$ cat src/core/pcr_pkg.sv
// Constants, field layouts and carriers of the print control register bank.
// Assumes a single 16-bit port bus on the core clock and nothing else.
package pcr_pkg;

  // ----------------------------------------------------------------------
  // Port indices and widths
  // ----------------------------------------------------------------------
  localparam int unsigned ADDR_W = 5;
  localparam int unsigned DATA_W = 16;

  localparam logic [4:0] PORT_MODE_STATUS = 5'h01;
  localparam logic [4:0] PORT_MARGIN_LOW  = 5'h02;
  localparam logic [4:0] PORT_PAGE_WIDTH  = 5'h03;
  localparam logic [4:0] PORT_PAGE_HEIGHT = 5'h04;
  localparam logic [4:0] PORT_BAND_LOW    = 5'h05;
  localparam logic [4:0] PORT_RATE_BAND   = 5'h06;
  localparam logic [4:0] PORT_MEM_TIMING  = 5'h07;

  // ----------------------------------------------------------------------
  // Mode and status field positions
  // ----------------------------------------------------------------------
  localparam int unsigned MODE_OP_LSB    = 13;
  localparam int unsigned MODE_POLARITY  = 12;
  localparam int unsigned MODE_REFRESH   = 11;
  localparam int unsigned MODE_IRQ       = 10;
  localparam int unsigned MODE_REPEAT    = 9;
  localparam int unsigned MODE_PRINT     = 8;
  localparam int unsigned STAT_PAGE_DONE = 7;
  localparam int unsigned STAT_OVERRUN   = 6;
  localparam int unsigned STAT_BAND_DISP = 2;
  localparam int unsigned STAT_DISP_DONE = 1;
  localparam int unsigned STAT_DISP_INC  = 0;

  localparam logic [7:0] STAT_IRQ_MASK = 8'hC5;
  localparam logic [7:0] STAT_RESET    = 8'h00;
  localparam logic [7:0] MODE_RESET    = 8'h00;
  localparam logic [15:0] WORD_RESET   = 16'h0000;

  // ----------------------------------------------------------------------
  // Memory timing field positions
  // ----------------------------------------------------------------------
  localparam int unsigned MT_XMARGIN_HI = 14;
  localparam int unsigned MT_YMARGIN_HI = 12;
  localparam int unsigned MT_FONT_WAIT  = 8;

  typedef enum logic [2:0] {
    OP_SOFT_RESET = 3'b000,
    OP_ROT_READ   = 3'b001,
    OP_ROT_LOAD   = 3'b010,
    OP_DISPATCH   = 3'b011,
    OP_FONT_LOAD  = 3'b100,
    OP_FONT_READ  = 3'b101,
    OP_GFX_LOAD   = 3'b110,
    OP_RESERVED   = 3'b111
  } pcr_op_e;

  typedef struct packed {
    logic              rd;
    logic              wr;
    logic [4:0]        addr;
    logic [15:0]       wdata;
  } pcr_host_req_s;

  typedef struct packed {
    logic [9:0]  x_margin;
    logic [9:0]  y_margin;
    logic [15:0] page_width;
    logic [15:0] page_height;
    logic [23:0] band_boundary;
    logic [15:0] memory_timing;
  } pcr_config_s;

endpackage : pcr_pkg

$ cat src/core/pcr_bank.sv
// Operation control and status registers of a raster print controller.
// Assumes the host port strobes are on i_core_clk; sync pins are async.
`timescale 1ns/1ps
`default_nettype none

// What this block does
// Mode bits 15:13 select the operation type.
// Mode/status read clears active status flags.
// Soft-reset code aborts work, resets band state.
// Bit 12 sets pixel polarity; idle drives high.
// Bit 11 enables refresh; clearing stops new cycles.
// Bit 10 gates interrupt; clearing drops it immediately.
// Bit 9 selects plain reads for repeat printing.
// Bit 8 enables printing; syncs gated until loaded.
// Device clears print enable; host clear aborts.
// Setting print enable ignored while page done.
// Status byte write-only clearable by soft reset.
// Status bit 7 page done, interrupts.
// Status bit 6 line overrun, interrupts, stops printing.
// Status bit 2 band reached, interrupts, no dispatch.
// Status bit 1 dispatch complete raises DMA request.
// Status bit 0 block crossed band, interrupts.
// Port 2 holds low margin bytes.
// Ports 3 and 4 hold page pixel and line counts.
// Ports 5 and 6 low form band boundary.
// Port 6 high byte is refresh interval.
// Memory timing high bits extend margins, no reset.
// Memory timing bits 10:8 give font wait states.
// Interrupt while enabled and any interrupting flag pending.
module pcr_bank (
  input  wire logic                  i_core_clk,
  input  wire logic                  i_resetn,
  input  wire pcr_pkg::pcr_host_req_s i_host_req,
  output logic [15:0]                o_host_rdata,
  output logic                       o_host_rvalid,
  input  wire logic                  i_page_sync,
  input  wire logic                  i_line_sync,
  input  wire logic                  i_first_line_loaded,
  input  wire logic                  i_line_busy,
  input  wire logic                  i_page_finished,
  input  wire logic                  i_pixel_black,
  input  wire logic                  i_in_print_area,
  input  wire logic                  i_band_reached,
  input  wire logic                  i_dispatch_complete,
  input  wire logic                  i_band_crossed,
  input  wire logic                  i_band_advance,
  input  wire logic                  i_refresh_ack,
  input  wire logic                  i_font_cycle_start,
  output logic [2:0]                 o_operation,
  output logic                       o_soft_reset,
  output logic                       o_band_select,
  output logic                       o_output_polarity,
  output logic                       o_refresh_enable,
  output logic                       o_refresh_request,
  output logic                       o_repeat_print,
  output logic                       o_print_enable,
  output logic                       o_print_abort,
  output logic                       o_page_sync_ok,
  output logic                       o_line_sync_ok,
  output logic                       o_serial_pixel_out,
  output logic                       o_interrupt_out,
  output logic                       o_dma_request,
  output logic                       o_font_wait,
  output pcr_pkg::pcr_config_s       o_config
);

  // ----------------------------------------------------------------------
  // Registers
  // ----------------------------------------------------------------------
  logic [7:0]  mode_reg;
  logic [7:0]  status_reg;
  logic [7:0]  status_next;
  logic [15:0] margin_low_bits_reg;
  logic [15:0] page_width_pixels_reg;
  logic [15:0] page_height_lines_reg;
  logic [15:0] band_boundary_low_reg;
  logic [15:0] refresh_rate_band_high_reg;
  logic [15:0] memory_timing_reg;
  logic [7:0]  refresh_cnt_reg;
  logic [2:0]  font_wait_reg;
  logic        band_reg;
  logic [2:0]  page_sync_reg;
  logic [2:0]  line_sync_reg;
  logic        page_active_reg;

  logic wr_mode;
  logic rd_mode;
  logic soft_reset;
  logic ps_rise;
  logic ls_rise;
  logic ps_accept;
  logic ls_accept;
  logic overrun;
  logic print_set;
  logic print_clr;
  logic host_clear_print;

  assign wr_mode = i_host_req.wr && i_host_req.addr == pcr_pkg::PORT_MODE_STATUS;
  assign rd_mode = i_host_req.rd && i_host_req.addr == pcr_pkg::PORT_MODE_STATUS;
  // Soft reset decode.
  assign soft_reset = wr_mode && i_host_req.wdata[15:13] ==
                      pcr_pkg::OP_SOFT_RESET;

  // ----------------------------------------------------------------------
  // Sync pin capture
  // ----------------------------------------------------------------------
  // The first stage feeds only the second; edges come from stages 2 and 3.
  always_ff @(posedge i_core_clk) begin
    if (!i_resetn) begin
      page_sync_reg <= 3'h0;
      line_sync_reg <= 3'h0;
    end else begin
      page_sync_reg <= {page_sync_reg[1:0], i_page_sync};
      line_sync_reg <= {line_sync_reg[1:0], i_line_sync};
    end
  end

  assign ps_rise = page_sync_reg[1] && !page_sync_reg[2];
  assign ls_rise = line_sync_reg[1] && !line_sync_reg[2];
  // Page sync gate.
  assign ps_accept = ps_rise && mode_reg[0] && i_first_line_loaded;
  assign ls_accept = ls_rise && mode_reg[0] && page_active_reg;
  // Overrun detect.
  assign overrun = ls_accept && i_line_busy;

  always_ff @(posedge i_core_clk) begin
    if (!i_resetn) begin
      page_active_reg <= 1'b0;
    end else if (!mode_reg[0] || soft_reset) begin
      page_active_reg <= 1'b0;
    end else if (ps_accept) begin
      page_active_reg <= 1'b1;
    end
  end

  // ----------------------------------------------------------------------
  // Mode byte
  // ----------------------------------------------------------------------
  // Set refused on page done.
  assign print_set = wr_mode && i_host_req.wdata[8] &&
                     !status_reg[pcr_pkg::STAT_PAGE_DONE];
  // Device clears print enable.
  assign print_clr = i_page_finished || overrun;
  assign host_clear_print = wr_mode && !i_host_req.wdata[8] && mode_reg[0];

  always_ff @(posedge i_core_clk) begin
    if (!i_resetn) begin
      mode_reg <= pcr_pkg::MODE_RESET;
    end else begin
      if (wr_mode) begin
        // Operation field store.
        mode_reg[7:5] <= i_host_req.wdata[15:13];
        // Polarity store.
        mode_reg[4] <= i_host_req.wdata[12];
        // Refresh enable store.
        mode_reg[3] <= i_host_req.wdata[11];
        // Interrupt enable store.
        mode_reg[2] <= i_host_req.wdata[10];
        // Repeat print store.
        mode_reg[1] <= i_host_req.wdata[9];
      end
      if (print_clr) begin
        mode_reg[0] <= 1'b0;
      end else if (wr_mode) begin
        mode_reg[0] <= print_set || (mode_reg[0] && i_host_req.wdata[8]);
      end
    end
  end

  // ----------------------------------------------------------------------
  // Status byte
  // ----------------------------------------------------------------------
  // A flag raised in the cycle of a clearing read survives to the next read.
  always_comb begin
    status_next = status_reg;
    // Clear on read.
    if (rd_mode || soft_reset) begin
      status_next = pcr_pkg::STAT_RESET;
    end
    // Page done set.
    if (i_page_finished) begin
      status_next[pcr_pkg::STAT_PAGE_DONE] = 1'b1;
    end
    // Overrun set.
    if (overrun) begin
      status_next[pcr_pkg::STAT_OVERRUN] = 1'b1;
    end
    // Band reached set.
    if (i_band_reached) begin
      status_next[pcr_pkg::STAT_BAND_DISP] = 1'b1;
    end
    // Dispatch complete set.
    if (i_dispatch_complete) begin
      status_next[pcr_pkg::STAT_DISP_DONE] = 1'b1;
    end
    // Band crossed set.
    if (i_band_crossed) begin
      status_next[pcr_pkg::STAT_DISP_INC] = 1'b1;
    end
  end

  // Writes leave status alone, except a soft-reset write, which clears it.
  always_ff @(posedge i_core_clk) begin
    if (!i_resetn) begin
      status_reg <= pcr_pkg::STAT_RESET;
    end else begin
      status_reg <= status_next;
    end
  end

  // ----------------------------------------------------------------------
  // Configuration words
  // ----------------------------------------------------------------------
  always_ff @(posedge i_core_clk) begin
    if (!i_resetn) begin
      margin_low_bits_reg        <= pcr_pkg::WORD_RESET;
      page_width_pixels_reg      <= pcr_pkg::WORD_RESET;
      page_height_lines_reg      <= pcr_pkg::WORD_RESET;
      band_boundary_low_reg      <= pcr_pkg::WORD_RESET;
      refresh_rate_band_high_reg <= pcr_pkg::WORD_RESET;
    end else if (i_host_req.wr) begin
      unique case (i_host_req.addr)
        // Margin low bytes.
        pcr_pkg::PORT_MARGIN_LOW:  margin_low_bits_reg <= i_host_req.wdata;
        // Page size counts.
        pcr_pkg::PORT_PAGE_WIDTH:  page_width_pixels_reg <= i_host_req.wdata;
        pcr_pkg::PORT_PAGE_HEIGHT: page_height_lines_reg <= i_host_req.wdata;
        // Band boundary words.
        pcr_pkg::PORT_BAND_LOW:    band_boundary_low_reg <= i_host_req.wdata;
        pcr_pkg::PORT_RATE_BAND:   refresh_rate_band_high_reg <=
                                   i_host_req.wdata;
        default: ;
      endcase
    end
  end

  // Memory timing keeps its contents through reset.
  always_ff @(posedge i_core_clk) begin
    if (i_host_req.wr && i_host_req.addr == pcr_pkg::PORT_MEM_TIMING) begin
      memory_timing_reg <= i_host_req.wdata;
    end
  end

  // ----------------------------------------------------------------------
  // Band state and refresh timer
  // ----------------------------------------------------------------------
  // Band back to zero.
  always_ff @(posedge i_core_clk) begin
    if (!i_resetn || soft_reset) begin
      band_reg <= 1'b0;
    end else if (i_band_advance) begin
      band_reg <= !band_reg;
    end
  end

  // Refresh interval count.
  always_ff @(posedge i_core_clk) begin
    if (!i_resetn || !mode_reg[3]) begin
      refresh_cnt_reg <= 8'h00;
    end else if (refresh_cnt_reg >= refresh_rate_band_high_reg[15:8]) begin
      refresh_cnt_reg <= 8'h00;
    end else begin
      refresh_cnt_reg <= refresh_cnt_reg + 8'h01;
    end
  end

  // Pending request dropped on disable.
  always_ff @(posedge i_core_clk) begin
    if (!i_resetn || !mode_reg[3]) begin
      o_refresh_request <= 1'b0;
    end else if (refresh_cnt_reg >= refresh_rate_band_high_reg[15:8]) begin
      o_refresh_request <= 1'b1;
    end else if (i_refresh_ack) begin
      o_refresh_request <= 1'b0;
    end
  end

  // ----------------------------------------------------------------------
  // Font wait states
  // ----------------------------------------------------------------------
  // Wait state counter.
  always_ff @(posedge i_core_clk) begin
    if (!i_resetn) begin
      font_wait_reg <= 3'h0;
    end else if (i_font_cycle_start) begin
      font_wait_reg <= memory_timing_reg[10:8];
    end else if (font_wait_reg != 3'h0) begin
      font_wait_reg <= font_wait_reg - 3'h1;
    end
  end

  // ----------------------------------------------------------------------
  // Event pulses, pixel output and host read data
  // ----------------------------------------------------------------------
  always_ff @(posedge i_core_clk) begin
    if (!i_resetn) begin
      o_soft_reset       <= 1'b0;
      o_print_abort      <= 1'b0;
      o_page_sync_ok     <= 1'b0;
      o_line_sync_ok     <= 1'b0;
      o_serial_pixel_out <= 1'b1;
      o_host_rvalid      <= 1'b0;
      o_host_rdata       <= pcr_pkg::WORD_RESET;
    end else begin
      // Abort pulse.
      o_soft_reset   <= soft_reset;
      // Host clear aborts page.
      o_print_abort  <= host_clear_print && !print_clr;
      o_page_sync_ok <= ps_accept;
      o_line_sync_ok <= ls_accept;
      // Polarity and idle high.
      o_serial_pixel_out <= (mode_reg[0] && i_in_print_area) ?
                            (i_pixel_black ^ mode_reg[4]) : 1'b1;
      o_host_rvalid  <= i_host_req.rd;
      unique case (i_host_req.addr)
        pcr_pkg::PORT_MODE_STATUS: o_host_rdata <= {mode_reg, status_reg};
        pcr_pkg::PORT_MARGIN_LOW:  o_host_rdata <= margin_low_bits_reg;
        pcr_pkg::PORT_PAGE_WIDTH:  o_host_rdata <= page_width_pixels_reg;
        pcr_pkg::PORT_PAGE_HEIGHT: o_host_rdata <= page_height_lines_reg;
        pcr_pkg::PORT_BAND_LOW:    o_host_rdata <= band_boundary_low_reg;
        pcr_pkg::PORT_RATE_BAND:   o_host_rdata <= refresh_rate_band_high_reg;
        pcr_pkg::PORT_MEM_TIMING:  o_host_rdata <= memory_timing_reg;
        default:                   o_host_rdata <= pcr_pkg::WORD_RESET;
      endcase
    end
  end

  assign o_operation       = mode_reg[7:5];
  assign o_band_select     = band_reg;
  assign o_output_polarity = mode_reg[4];
  assign o_refresh_enable  = mode_reg[3];
  // Repeat print selects reads.
  assign o_repeat_print    = mode_reg[1];
  assign o_print_enable    = mode_reg[0];
  // Interrupt gate.
  assign o_interrupt_out   = mode_reg[2] &&
                             |(status_reg & pcr_pkg::STAT_IRQ_MASK);
  // DMA request.
  assign o_dma_request     = status_reg[pcr_pkg::STAT_DISP_DONE];
  assign o_font_wait       = font_wait_reg != 3'h0;

  // Margin assembly.
  assign o_config.x_margin = {memory_timing_reg[15:14],
                              margin_low_bits_reg[15:8]};
  assign o_config.y_margin = {memory_timing_reg[13:12],
                              margin_low_bits_reg[7:0]};
  assign o_config.page_width    = page_width_pixels_reg;
  assign o_config.page_height   = page_height_lines_reg;
  assign o_config.band_boundary = {refresh_rate_band_high_reg[7:0],
                                   band_boundary_low_reg};
  assign o_config.memory_timing = memory_timing_reg;
endmodule : pcr_bank

`default_nettype wire

$ cat config.mk
export PLATFORM = sky130hd
export DESIGN_NAME = pcr_bank
export DESIGN_NICKNAME = d
export VERILOG_FILES = /design/src/core/pcr_pkg.sv /design/src/core/pcr_bank.sv
export SDC_FILE = /design/constraint.sdc
export NUM_CORES = 1
export LEC_CHECK = 0
export ABC_AREA = 1
export BUFFER_PORTS_ARGS = -buffer_cell sky130_fd_sc_hd__buf_2
export CAP_MARGIN = 40
export CELL_PAD_IN_SITES_DETAIL_PLACEMENT = 1
export CELL_PAD_IN_SITES_GLOBAL_PLACEMENT = 2
export CORE_ASPECT_RATIO = 0.8
export CORE_MARGIN = 3
export CORE_UTILIZATION = 31
export CTS_BUF_LIST = sky130_fd_sc_hd__clkbuf_8
export DETAILED_ROUTE_END_ITERATION = 10
export GPL_TIMING_DRIVEN = 0
export PLACE_DENSITY = 0.81
export SYNTH_ARGS = -nofsm -noshare
export SYNTH_HDL_FRONTEND = slang
export SYNTH_SLANG_ARGS = --single-unit
$ cat constraint.sdc
create_clock -name i_core_clk -period 2.65 [get_ports i_core_clk]
set_input_delay 0.53 -clock i_core_clk [delete_from_list [all_inputs] [get_ports i_core_clk]]
set_output_delay 0.53 -clock i_core_clk [all_outputs]
set_load 0.03 [all_outputs]
==> results of run 1 <==
[metrics by stage]
step	power [mW]	setup TNS, ps	worst slack [ps]	cell area [um2]
2_1_floorplan	2.64	0	244	6590
3_3_place_gp	2.83	-17030	-1070	7740
3_5_place_dp	2.84	0	393	7770
4_1_cts	4.74	0	707	8190
5_1_grt	4.88	0	643	8190
6_report	4.72	0	714	8190
[power breakdown]
group	switching (mW)	total, mW	leakage, nW	internal (mW)
Combinational	0.325	0.428	2.32	0.102
Clock	0.954	1.93	0.219	0.978
Sequential	0.0253	2.37	1.24	2.34
[final cells by class]
type | count | share of cell area (%)
plain buffers | 68 | 4.23
clock buffers | 19 | 3.19
clock inverters | 13 | 1.86
inverters | 63 | 2.89
multi-input cells | 579 | 34.6
flip-flops and latches | 151 | 38.9
well taps | 269 | 4.11
repair buffers | 165 | 10.3
[cells in the mapped netlist]
| cell | instances |
|---|---|
| buf_1 | 4 |
| buf_4 | 16 |
| nand3_4 | 1 |
| nor3_4 | 1 |
| clkbuf_1 | 23 |
| a31oi_1 | 1 |
| nor2_4 | 4 |
| nand2_1 | 149 |
| nor2_2 | 2 |
| nor2_1 | 127 |
| a211oi_1 | 1 |
| inv_2 | 6 |
| nor4_1 | 1 |
| xnor2_1 | 6 |
| buf_2 | 25 |
| a21oi_1 | 86 |
| ha_1 | 11 |
| xor2_1 | 3 |
| o211ai_1 | 1 |
| o21ai_1 | 19 |
| o21ai_0 | 29 |
| dfxtp_1 | 135 |
| nand2_2 | 2 |
| o21a_1 | 1 |
| edfxtp_1 | 16 |
| nand4_1 | 75 |
| nor3_1 | 5 |
| nand3_1 | 54 |
| inv_1 | 57 |
[metal layers]
layer	track usage (%)	up-vias
met5	0	-
met4	4.73	2
met3	5.64	22
met2	36.9	253
met1	35.1	3293
li1	-	3248
[tightest hold or removal path: cells and delay by family]
| kind | cells | cell delay (ps) |
|---|---|---|
| buffers and inverters | 2 | 110 |
| and+or+nand+nor | 1 | 40 |
[cells by family (layout without fill, tap and decap cells)]
family	count (synthesis)	in the layout	share of synthesized area (%)
XOR/XNOR	9	9	1.20
AND/OR/NAND/NOR	421	421	29.0
buffers and inverters	131	328	8.84
flip-flops	151	151	48.3
adder cells (fa/ha/maj)	11	11	2.09
AO/OA/AOI/OAI	138	138	10.6
[path summary, 6_finish.rpt]
path,to,cells past startpoint
hold reg to reg,line_sync_reg[1],2
setup / recovery,o_font_wait,4
hold / removal,line_sync_reg[0],3
setup reg to reg,refresh_cnt_reg[4],9
==> results.py, run 1 <==
metrics = {
    "yosys": {
        "syn-mean-instance-area_um2": 7.66,
        "synth_top_area_share_pct": 41.0,
        "ys_warn_count": 0,
        "synth_top_cell_by_area": "dfxtp_1",
        "yosys.cell_types.count": 29,
        "ys_ff_latch": 151,
        "seq_area_frac_synth_pct": 48.3,
        "synth_fp_nets": 910,
        "synth.area.top_cells": "dfxtp_1, nand2_1, edfxtp_1, nor2_1, nand4_1",
        "netlist_area_um2": 6590,
        "synthCells": 861,
    },
    "route": {
        "wirelength_um": 28100,
        "post_drt_via_cell_ratio": 5.14,
        "drtPass1Iterations": 5,
        "wl_met3_um": 2010,
        "wl_met2_um": 12300,
        "drt-met1-wl_um": 13500,
        "wl_per_cell_um": 21.2,
        "ant_nets": 0,
        "initialDrtViolationCount": 597,
        "routed.top_layer": "met5",
        "drc_errors": 0,
        "dr_total_vias": 6818,
    },
    "power": {
        "p_leak_nw": 3.77,
        "power_density_nw_per_um2": 577,
        "peakVddDrop_v": 0.000293,
    },
    "critical_path": {
        "crit_start": "font_wait_reg[0]",
        "crit_family": "flip-flops",
        "cpPeakStageDelay_ps": 370,
        "arrival_ps": 1410,
        "critPathSlowestCell": "dfxtp_1",
        "cp.buffers_inverters": 2,
        "path_class": "reg2out",
        "worstPathRequired_ps": 2120,
        "r2r-start": "refresh_cnt_reg[0]",
        "critical_path.cell_chain": "inv_1 -> ha_1 -> nand2_1 -> buf_2",
        "startpoint_type": "flip-flop",
        "r2r_slack_ps": 1060,
        "setup.worst_path.end_class": "output port",
        "worst-path-max-fanout": 3,
    },
    "layout": {
        "seqCellArea_um2": 3180,
        "synthToLayoutAreaGrowth_pct": 24.2,
        "nFillCells": 2614,
        "final_cell_count_no_fill": 1327,
        "fin_util_pct": 39.4,
        "drive_gt1_share_pct": 23.9,
        "final_common_cell": "buf_2",
        "multi_input_comb_area_um2": 2830,
        "final_net_count": 1094,
        "layout_common_cells": "buf_2, nand2_1, dfxtp_1, nor2_1, a21oi_1",
        "n_antenna_cell": 0,
    },
    "floorplanning": {
        "ioPinCount": 164,
        "rows": 47,
        "die_y_um": 136,
        "die_w_um": 169,
        "die_area_um2": 23100,
        "core_um2": 20800,
        "initial_core_util_pct": 31.8,
    },
    "placed_design": {
        "dp_hpwl_um": 21100,
        "dp_cells": 1295,
        "numPortBuffers": 162,
        "place_congestion": 0.851,
    },
    "clock_tree": {
        "numCtsBuffers": 17,
        "cts_buffer_depth": 2,
        "cts_resized": 0,
        "root_buffer": "clkbuf_8",
        "post_cts_buffers": 0,
        "cts.sinks": 151,
        "h-tree-depth": 4,
        "cts_tree": "yes",
        "clkLatencyLatePin_ps": 470,
        "cts_hold_buf": 0,
        "path_clk_slew_ps": 90,
    },
    "timing": {
        "fin_crit_ps": 1940,
        "max_freq_mhz": 516,
        "drv_slew": 0,
        "worst_pin_slew_ps": 774,
        "finClkSkew_ps": 9.84,
        "rsz0062_at_grt": "no",
        "setup-violations-final": 0,
        "slew_headroom_pct": 48.4,
        "hold_viol": 0,
        "whs_ps": 239,
        "period_share_pct": 73.1,
    },
    "global_routing": {
        "grt_max_degree": 17,
        "grt_pass1_wl_um": 41600,
        "antenna_found_initial": 1,
        "groute.usage.overall_pct": 24.2,
        "grt_pass1_vias": 6852,
        "grt_overflow_total": 0,
    },
    "min_path": {
        "hold_path.class": "in2reg",
        "min_from": "i_line_sync",
    },
    "outcome": {
        "status": "completed",
    },
    "run": {
        "maxCapViolCount": 0,
    },
}
No activity file was read; power rests on OpenSTA's default activity.
==> run 2, diff against run 1 <==
- clock period: 2.65 -> 1.9 ns (I/O delays scaled with it)
==> results.py, run 2 (synthesis results as in run 1) <==
metrics = {
    "power": {
        "total_power_mw": 6.40,
        "p_clk_share_pct": 39.1,
        "p_sw_mw": 1.80,
        "power.sequential.fraction_pct": 51.6,
        "peakVddDrop_v": 0.000286,
        "switching_share_pct": 28.2,
        "power_density_nw_per_um2": 785,
        "power_frac_comb_pct": 9.3,
        "p_leak_nw": 3.75,
        "p_int_mw": 4.59,
    },
    "global_routing": {
        "antenna_found_initial": 1,
        "grt_max_degree": 17,
        "grt_pass1_wl_um": 41300,
        "grt_pass1_vias": 6758,
        "groute.usage.overall_pct": 24.2,
        "grt_overflow_total": 0,
    },
    "route": {
        "post_drt_via_cell_ratio": 5.11,
        "drc_errors": 0,
        "wl_per_cell_um": 21.1,
        "initialDrtViolationCount": 478,
        "ant_nets": 0,
        "drtPass1Iterations": 5,
        "wirelength_um": 28000,
        "dr_total_vias": 6771,
    },
    "timing": {
        "drv_slew": 0,
        "slew_headroom_pct": 41.5,
        "finClkSkew_ps": 10.4,
        "hold_viol": 0,
        "rsz0062_at_grt": "no",
        "worst_pin_slew_ps": 878,
        "max_freq_mhz": 570,
        "fin_crit_ps": 1760,
        "setup_ws_ps": 144,
        "setup-violations-final": 0,
        "period_share_pct": 92.4,
    },
    "clock_tree": {
        "cts.sinks": 151,
        "path_clk_slew_ps": 90,
        "cts_tree": "yes",
        "cts_resized": 0,
        "cts_hold_buf": 0,
        "numCtsBuffers": 17,
        "cts_buffer_depth": 2,
        "post_cts_buffers": 0,
        "clkLatencyLatePin_ps": 460,
        "h-tree-depth": 4,
        "root_buffer": "clkbuf_8",
    },
    "critical_path": {
        "cpPeakStageDelay_ps": 350,
        "startpoint_type": "flip-flop",
        "path_class": "reg2out",
        "worst-path-max-fanout": 3,
        "worstPathRequired_ps": 1520,
        "setup.worst_path.end_class": "output port",
        "critPathSlowestCell": "dfxtp_1",
        "cp.buffers_inverters": 2,
        "critical_path.cell_chain": "inv_1 -> ha_1 -> nand2_1 -> buf_2",
        "crit_family": "flip-flops",
        "arrival_ps": 1380,
    },
    "floorplanning": {
        "die_y_um": 136,
        "rows": 47,
        "ioPinCount": 164,
        "initial_core_util_pct": 31.8,
        "die_w_um": 169,
        "core_um2": 20800,
        "die_area_um2": 23100,
    },
    "layout": {
        "synthToLayoutAreaGrowth_pct": 23.6,
        "seqCellArea_um2": 3180,
        "final_common_cell": "buf_2",
        "final_net_count": 1092,
        "design_area_um2": 8150,
        "n_antenna_cell": 0,
        "multi_input_comb_area_um2": 2840,
        "drive_gt1_share_pct": 23.8,
        "layout_common_cells": "buf_2, nand2_1, dfxtp_1, nor2_1, a21oi_1",
        "nFillCells": 2634,
        "fin_util_pct": 39.2,
    },
    "outcome": {
        "status": "completed",
    },
    "placed_design": {
        "dpl_cell_area_um2": 7770,
        "place_congestion": 0.857,
        "dp_hpwl_um": 21000,
        "place_ws_ps": -252,
        "numPortBuffers": 162,
    },
    "run": {
        "maxCapViolCount": 0,
    },
    "min_path": {
        "hold_path.class": "in2reg",
    },
}
run 2: cell count changes in the layout (fill, tap and decap cells not counted), sizes merged:
cell,previous run,this run
bufinv,3,2
clkbuf,42,41
buf,210,208
clkinvlp,1,2
clkinv,4,5
run 2: worst paths after layout:
check,startpoint,to,slack [ps],cells after the start
worst max-delay path,font_wait_reg[0],o_font_wait,140,4
worst min-delay path,i_line_sync,line_sync_reg[0],100,3
worst max register to register,refresh_rate_band_high_reg[15],refresh_cnt_reg[4],260,8
worst min register to register,page_sync_reg[0],page_sync_reg[1],420,2
run 2: per-stage QoR:
step,hold slack [ps],instances,TNS [ps]
after CTS,83.7,1325,0
after detailed placement,406,1293,-11030
final,103,1325,0
after floorplan,390,861,0
after global routing,106,1325,0
after global placement,396,1292,-19660
run 2: routing by layer:
layer,global-route usage (%),vias to the layer above,wire length [um]
met5,0,-,13
met4,6.04,2,384
met3,4.62,27,1900
met2,37.1,226,12000
met1,35.0,3284,13700
li1,-,3232,-
run 2: worst register-to-register path: cells and delay by family, from the launching register on:
kind	cells	cell delay (ps)
and+or+nand+nor	4	600
DFF	1	360
adders and majority gates	1	320
AOI/OAI and AO/OA	1	150
buffers and inverters	2	140
run 2: layout make-up:
| class | count | area share, % |
|---|---|---|
| inverter | 63 | 2.90 |
| sequential | 151 | 39.1 |
| tap | 269 | 4.13 |
| clock inverter | 14 | 1.63 |
| buffer | 68 | 4.25 |
| timing repair buffer | 163 | 10.1 |
| multi-input combinational | 579 | 34.8 |
| clock buffer | 18 | 3.04 |
run 2: power by group through the flow:
stage / Clock [mW] / Combinational (mW) / Sequential [mW]
final: 2.50 / 0.597 / 3.30
after global routing: 2.67 / 0.641 / 3.30
after CTS: 2.53 / 0.592 / 3.30
after detailed placement: 0 / 0.590 / 3.37
after global placement: 0 / 0.580 / 3.37
after floorplan: 0 / 0.263 / 3.41
==> run 3, diff against run 2 <==
- BUFFER_PORTS_ARGS: -buffer_cell sky130_fd_sc_hd__buf_2 -> -buffer_cell sky130_fd_sc_hd__buf_4
- HOLD_SLACK_MARGIN: not set -> 0.03
==> results.py, run 3 (synthesis results as in run 1) <==
metrics = {
    "outcome": {
        "status": "completed",
    },
    "route": {
        "post_drt_via_cell_ratio": 5.20,
        "drtPass1Iterations": 5,
        "initialDrtViolationCount": 558,
        "wl_per_cell_um": 21.3,
        "drc_errors": 0,
        "wirelength_um": 28200,
        "dr_total_vias": 6879,
        "ant_nets": 0,
    },
    "min_path": {
        "min_from": "i_page_sync",
        "hold_path.class": "in2reg",
    },
    "floorplanning": {
        "die_y_um": 136,
        "ioPinCount": 164,
        "rows": 47,
        "die_area_um2": 23100,
        "core_um2": 20800,
        "die_w_um": 169,
        "initial_core_util_pct": 31.8,
    },
    "clock_tree": {
        "h-tree-depth": 4,
        "cts_buffer_depth": 2,
        "post_cts_buffers": 0,
        "clkLatencyLatePin_ps": 470,
        "cts_resized": 0,
        "cts_hold_buf": 0,
        "root_buffer": "clkbuf_8",
        "path_clk_slew_ps": 90,
        "cts_tree": "yes",
        "numCtsBuffers": 17,
        "cts.sinks": 151,
    },
    "layout": {
        "design_area_um2": 8560,
        "multi_input_comb_area_um2": 2840,
        "final_common_cell": "buf_4",
        "nFillCells": 2596,
        "final_net_count": 1092,
        "synthToLayoutAreaGrowth_pct": 29.8,
        "layout_common_cells": "buf_4, nand2_1, dfxtp_1, nor2_1, a21oi_1",
        "seqCellArea_um2": 3180,
        "drive_gt1_share_pct": 23.6,
        "n_antenna_cell": 0,
    },
    "global_routing": {
        "grt_max_degree": 17,
        "grt_pass1_wl_um": 41700,
        "antenna_found_initial": 0,
        "grt_pass1_vias": 6782,
        "groute.usage.overall_pct": 24.3,
        "grt_overflow_total": 0,
    },
    "timing": {
        "hold_viol": 0,
        "max_freq_mhz": 574,
        "period_share_pct": 91.7,
        "slew_headroom_pct": 41.9,
        "setup-violations-final": 0,
        "fin_tns_setup_ps": 0,
        "worst_pin_slew_ps": 872,
        "drv_slew": 0,
        "rsz0062_at_grt": "no",
        "fin_crit_ps": 1740,
        "whs_ps": 88.0,
        "setup_ws_ps": 158,
        "finClkSkew_ps": 6.81,
    },
    "critical_path": {
        "crit_start": "font_wait_reg[0]",
        "worstPathRequired_ps": 1520,
        "critPathSlowestCell": "dfxtp_1",
        "critical_path.cell_chain": "inv_1 -> ha_1 -> nand2_1 -> buf_4",
        "worst-path-max-fanout": 3,
        "crit_family": "flip-flops",
        "r2r-start": "refresh_rate_band_high_reg[9]",
        "cp.buffers_inverters": 2,
        "path_class": "reg2out",
        "startpoint_type": "flip-flop",
        "arrival_ps": 1360,
        "cpPeakStageDelay_ps": 360,
        "setup.worst_path.end_class": "output port",
    },
    "power": {
        "p_leak_nw": 3.79,
        "peakVddDrop_v": 0.000353,
        "power_density_nw_per_um2": 754,
    },
    "placed_design": {
        "place_congestion": 0.843,
        "place_ws_ps": -208,
        "dpl_cell_area_um2": 8170,
        "numPortBuffers": 162,
        "dp_hpwl_um": 21100,
    },
    "run": {
        "maxCapViolCount": 0,
    },
}
==> run 3: changes by cell type in the layout (fill, tap and decap cells not counted) <==
cell,change
clkinv_2,-1
inv_1,+1
buf_4,+162
clkbuf_8,+2
inv_6,-1
inv_4,-2
buf_2,-162
==> run 3: area by class of cell <==
class / count / share of cell area [%]
multi-input combinational: 579 / 33.2
clock buffer: 20 / 3.22
inverter: 63 / 2.76
buffer: 68 / 4.05
tap: 269 / 3.93
clock inverter: 11 / 1.29
timing repair buffer: 163 / 14.4
sequential: 151 / 37.2
==> run 3: path summary, 6_finish.rpt <==
| path | end | slack, ps | depth (start not counted) |
|---|---|---|---|
| worst max-delay path | o_font_wait | 160 | 4 |
| worst min-delay path | page_sync_reg[0] | 90 | 3 |
| worst max register to register | refresh_cnt_reg[2] | 270 | 9 |
| worst min register to register | line_sync_reg[1] | 430 | 2 |
==> run 3: where the power goes <==
| group | leakage, nW | internal, mW | switching [mW] |
|---|---|---|---|
| registers | 1.24 | 3.26 | 0.0368 |
| clock network | 0.204 | 1.24 | 1.28 |
| logic | 2.35 | 0.181 | 0.452 |
==> run 3: worst register-to-register path, stage by stage, from the launching register on <==
cell     delay [ps]
dfxtp_1         360
inv_1            70
ha_1            300
nand2_1          80
nand3_1          80
nand2_1          70
nand2_1          60
nand2_1          80
nand3_1         250
nor2_1          200
==> run 3: stage by stage <==
| stage | util (%) | instances | power (mW) |
|---|---|---|---|
| after floorplan | - | 861 | 3.68 |
| after global placement | 39.3 | 1292 | 4.00 |
| after detailed placement | 39.4 | 1293 | 4.00 |
| after CTS | 41.2 | 1324 | 6.48 |
| after global routing | 41.2 | 1324 | 6.68 |
| final | 41.2 | 1324 | 6.46 |
==> run 3: per-layer routing <==
layer | vias to the layer above | share of wire (%) | track usage [%]
met5 | - | 0 | 0
met4 | 0 | 1.9 | 6.99
met3 | 36 | 7.5 | 4.10
met2 | 266 | 43 | 37.0
met1 | 3337 | 48 | 35.5
li1 | 3240 | - | -
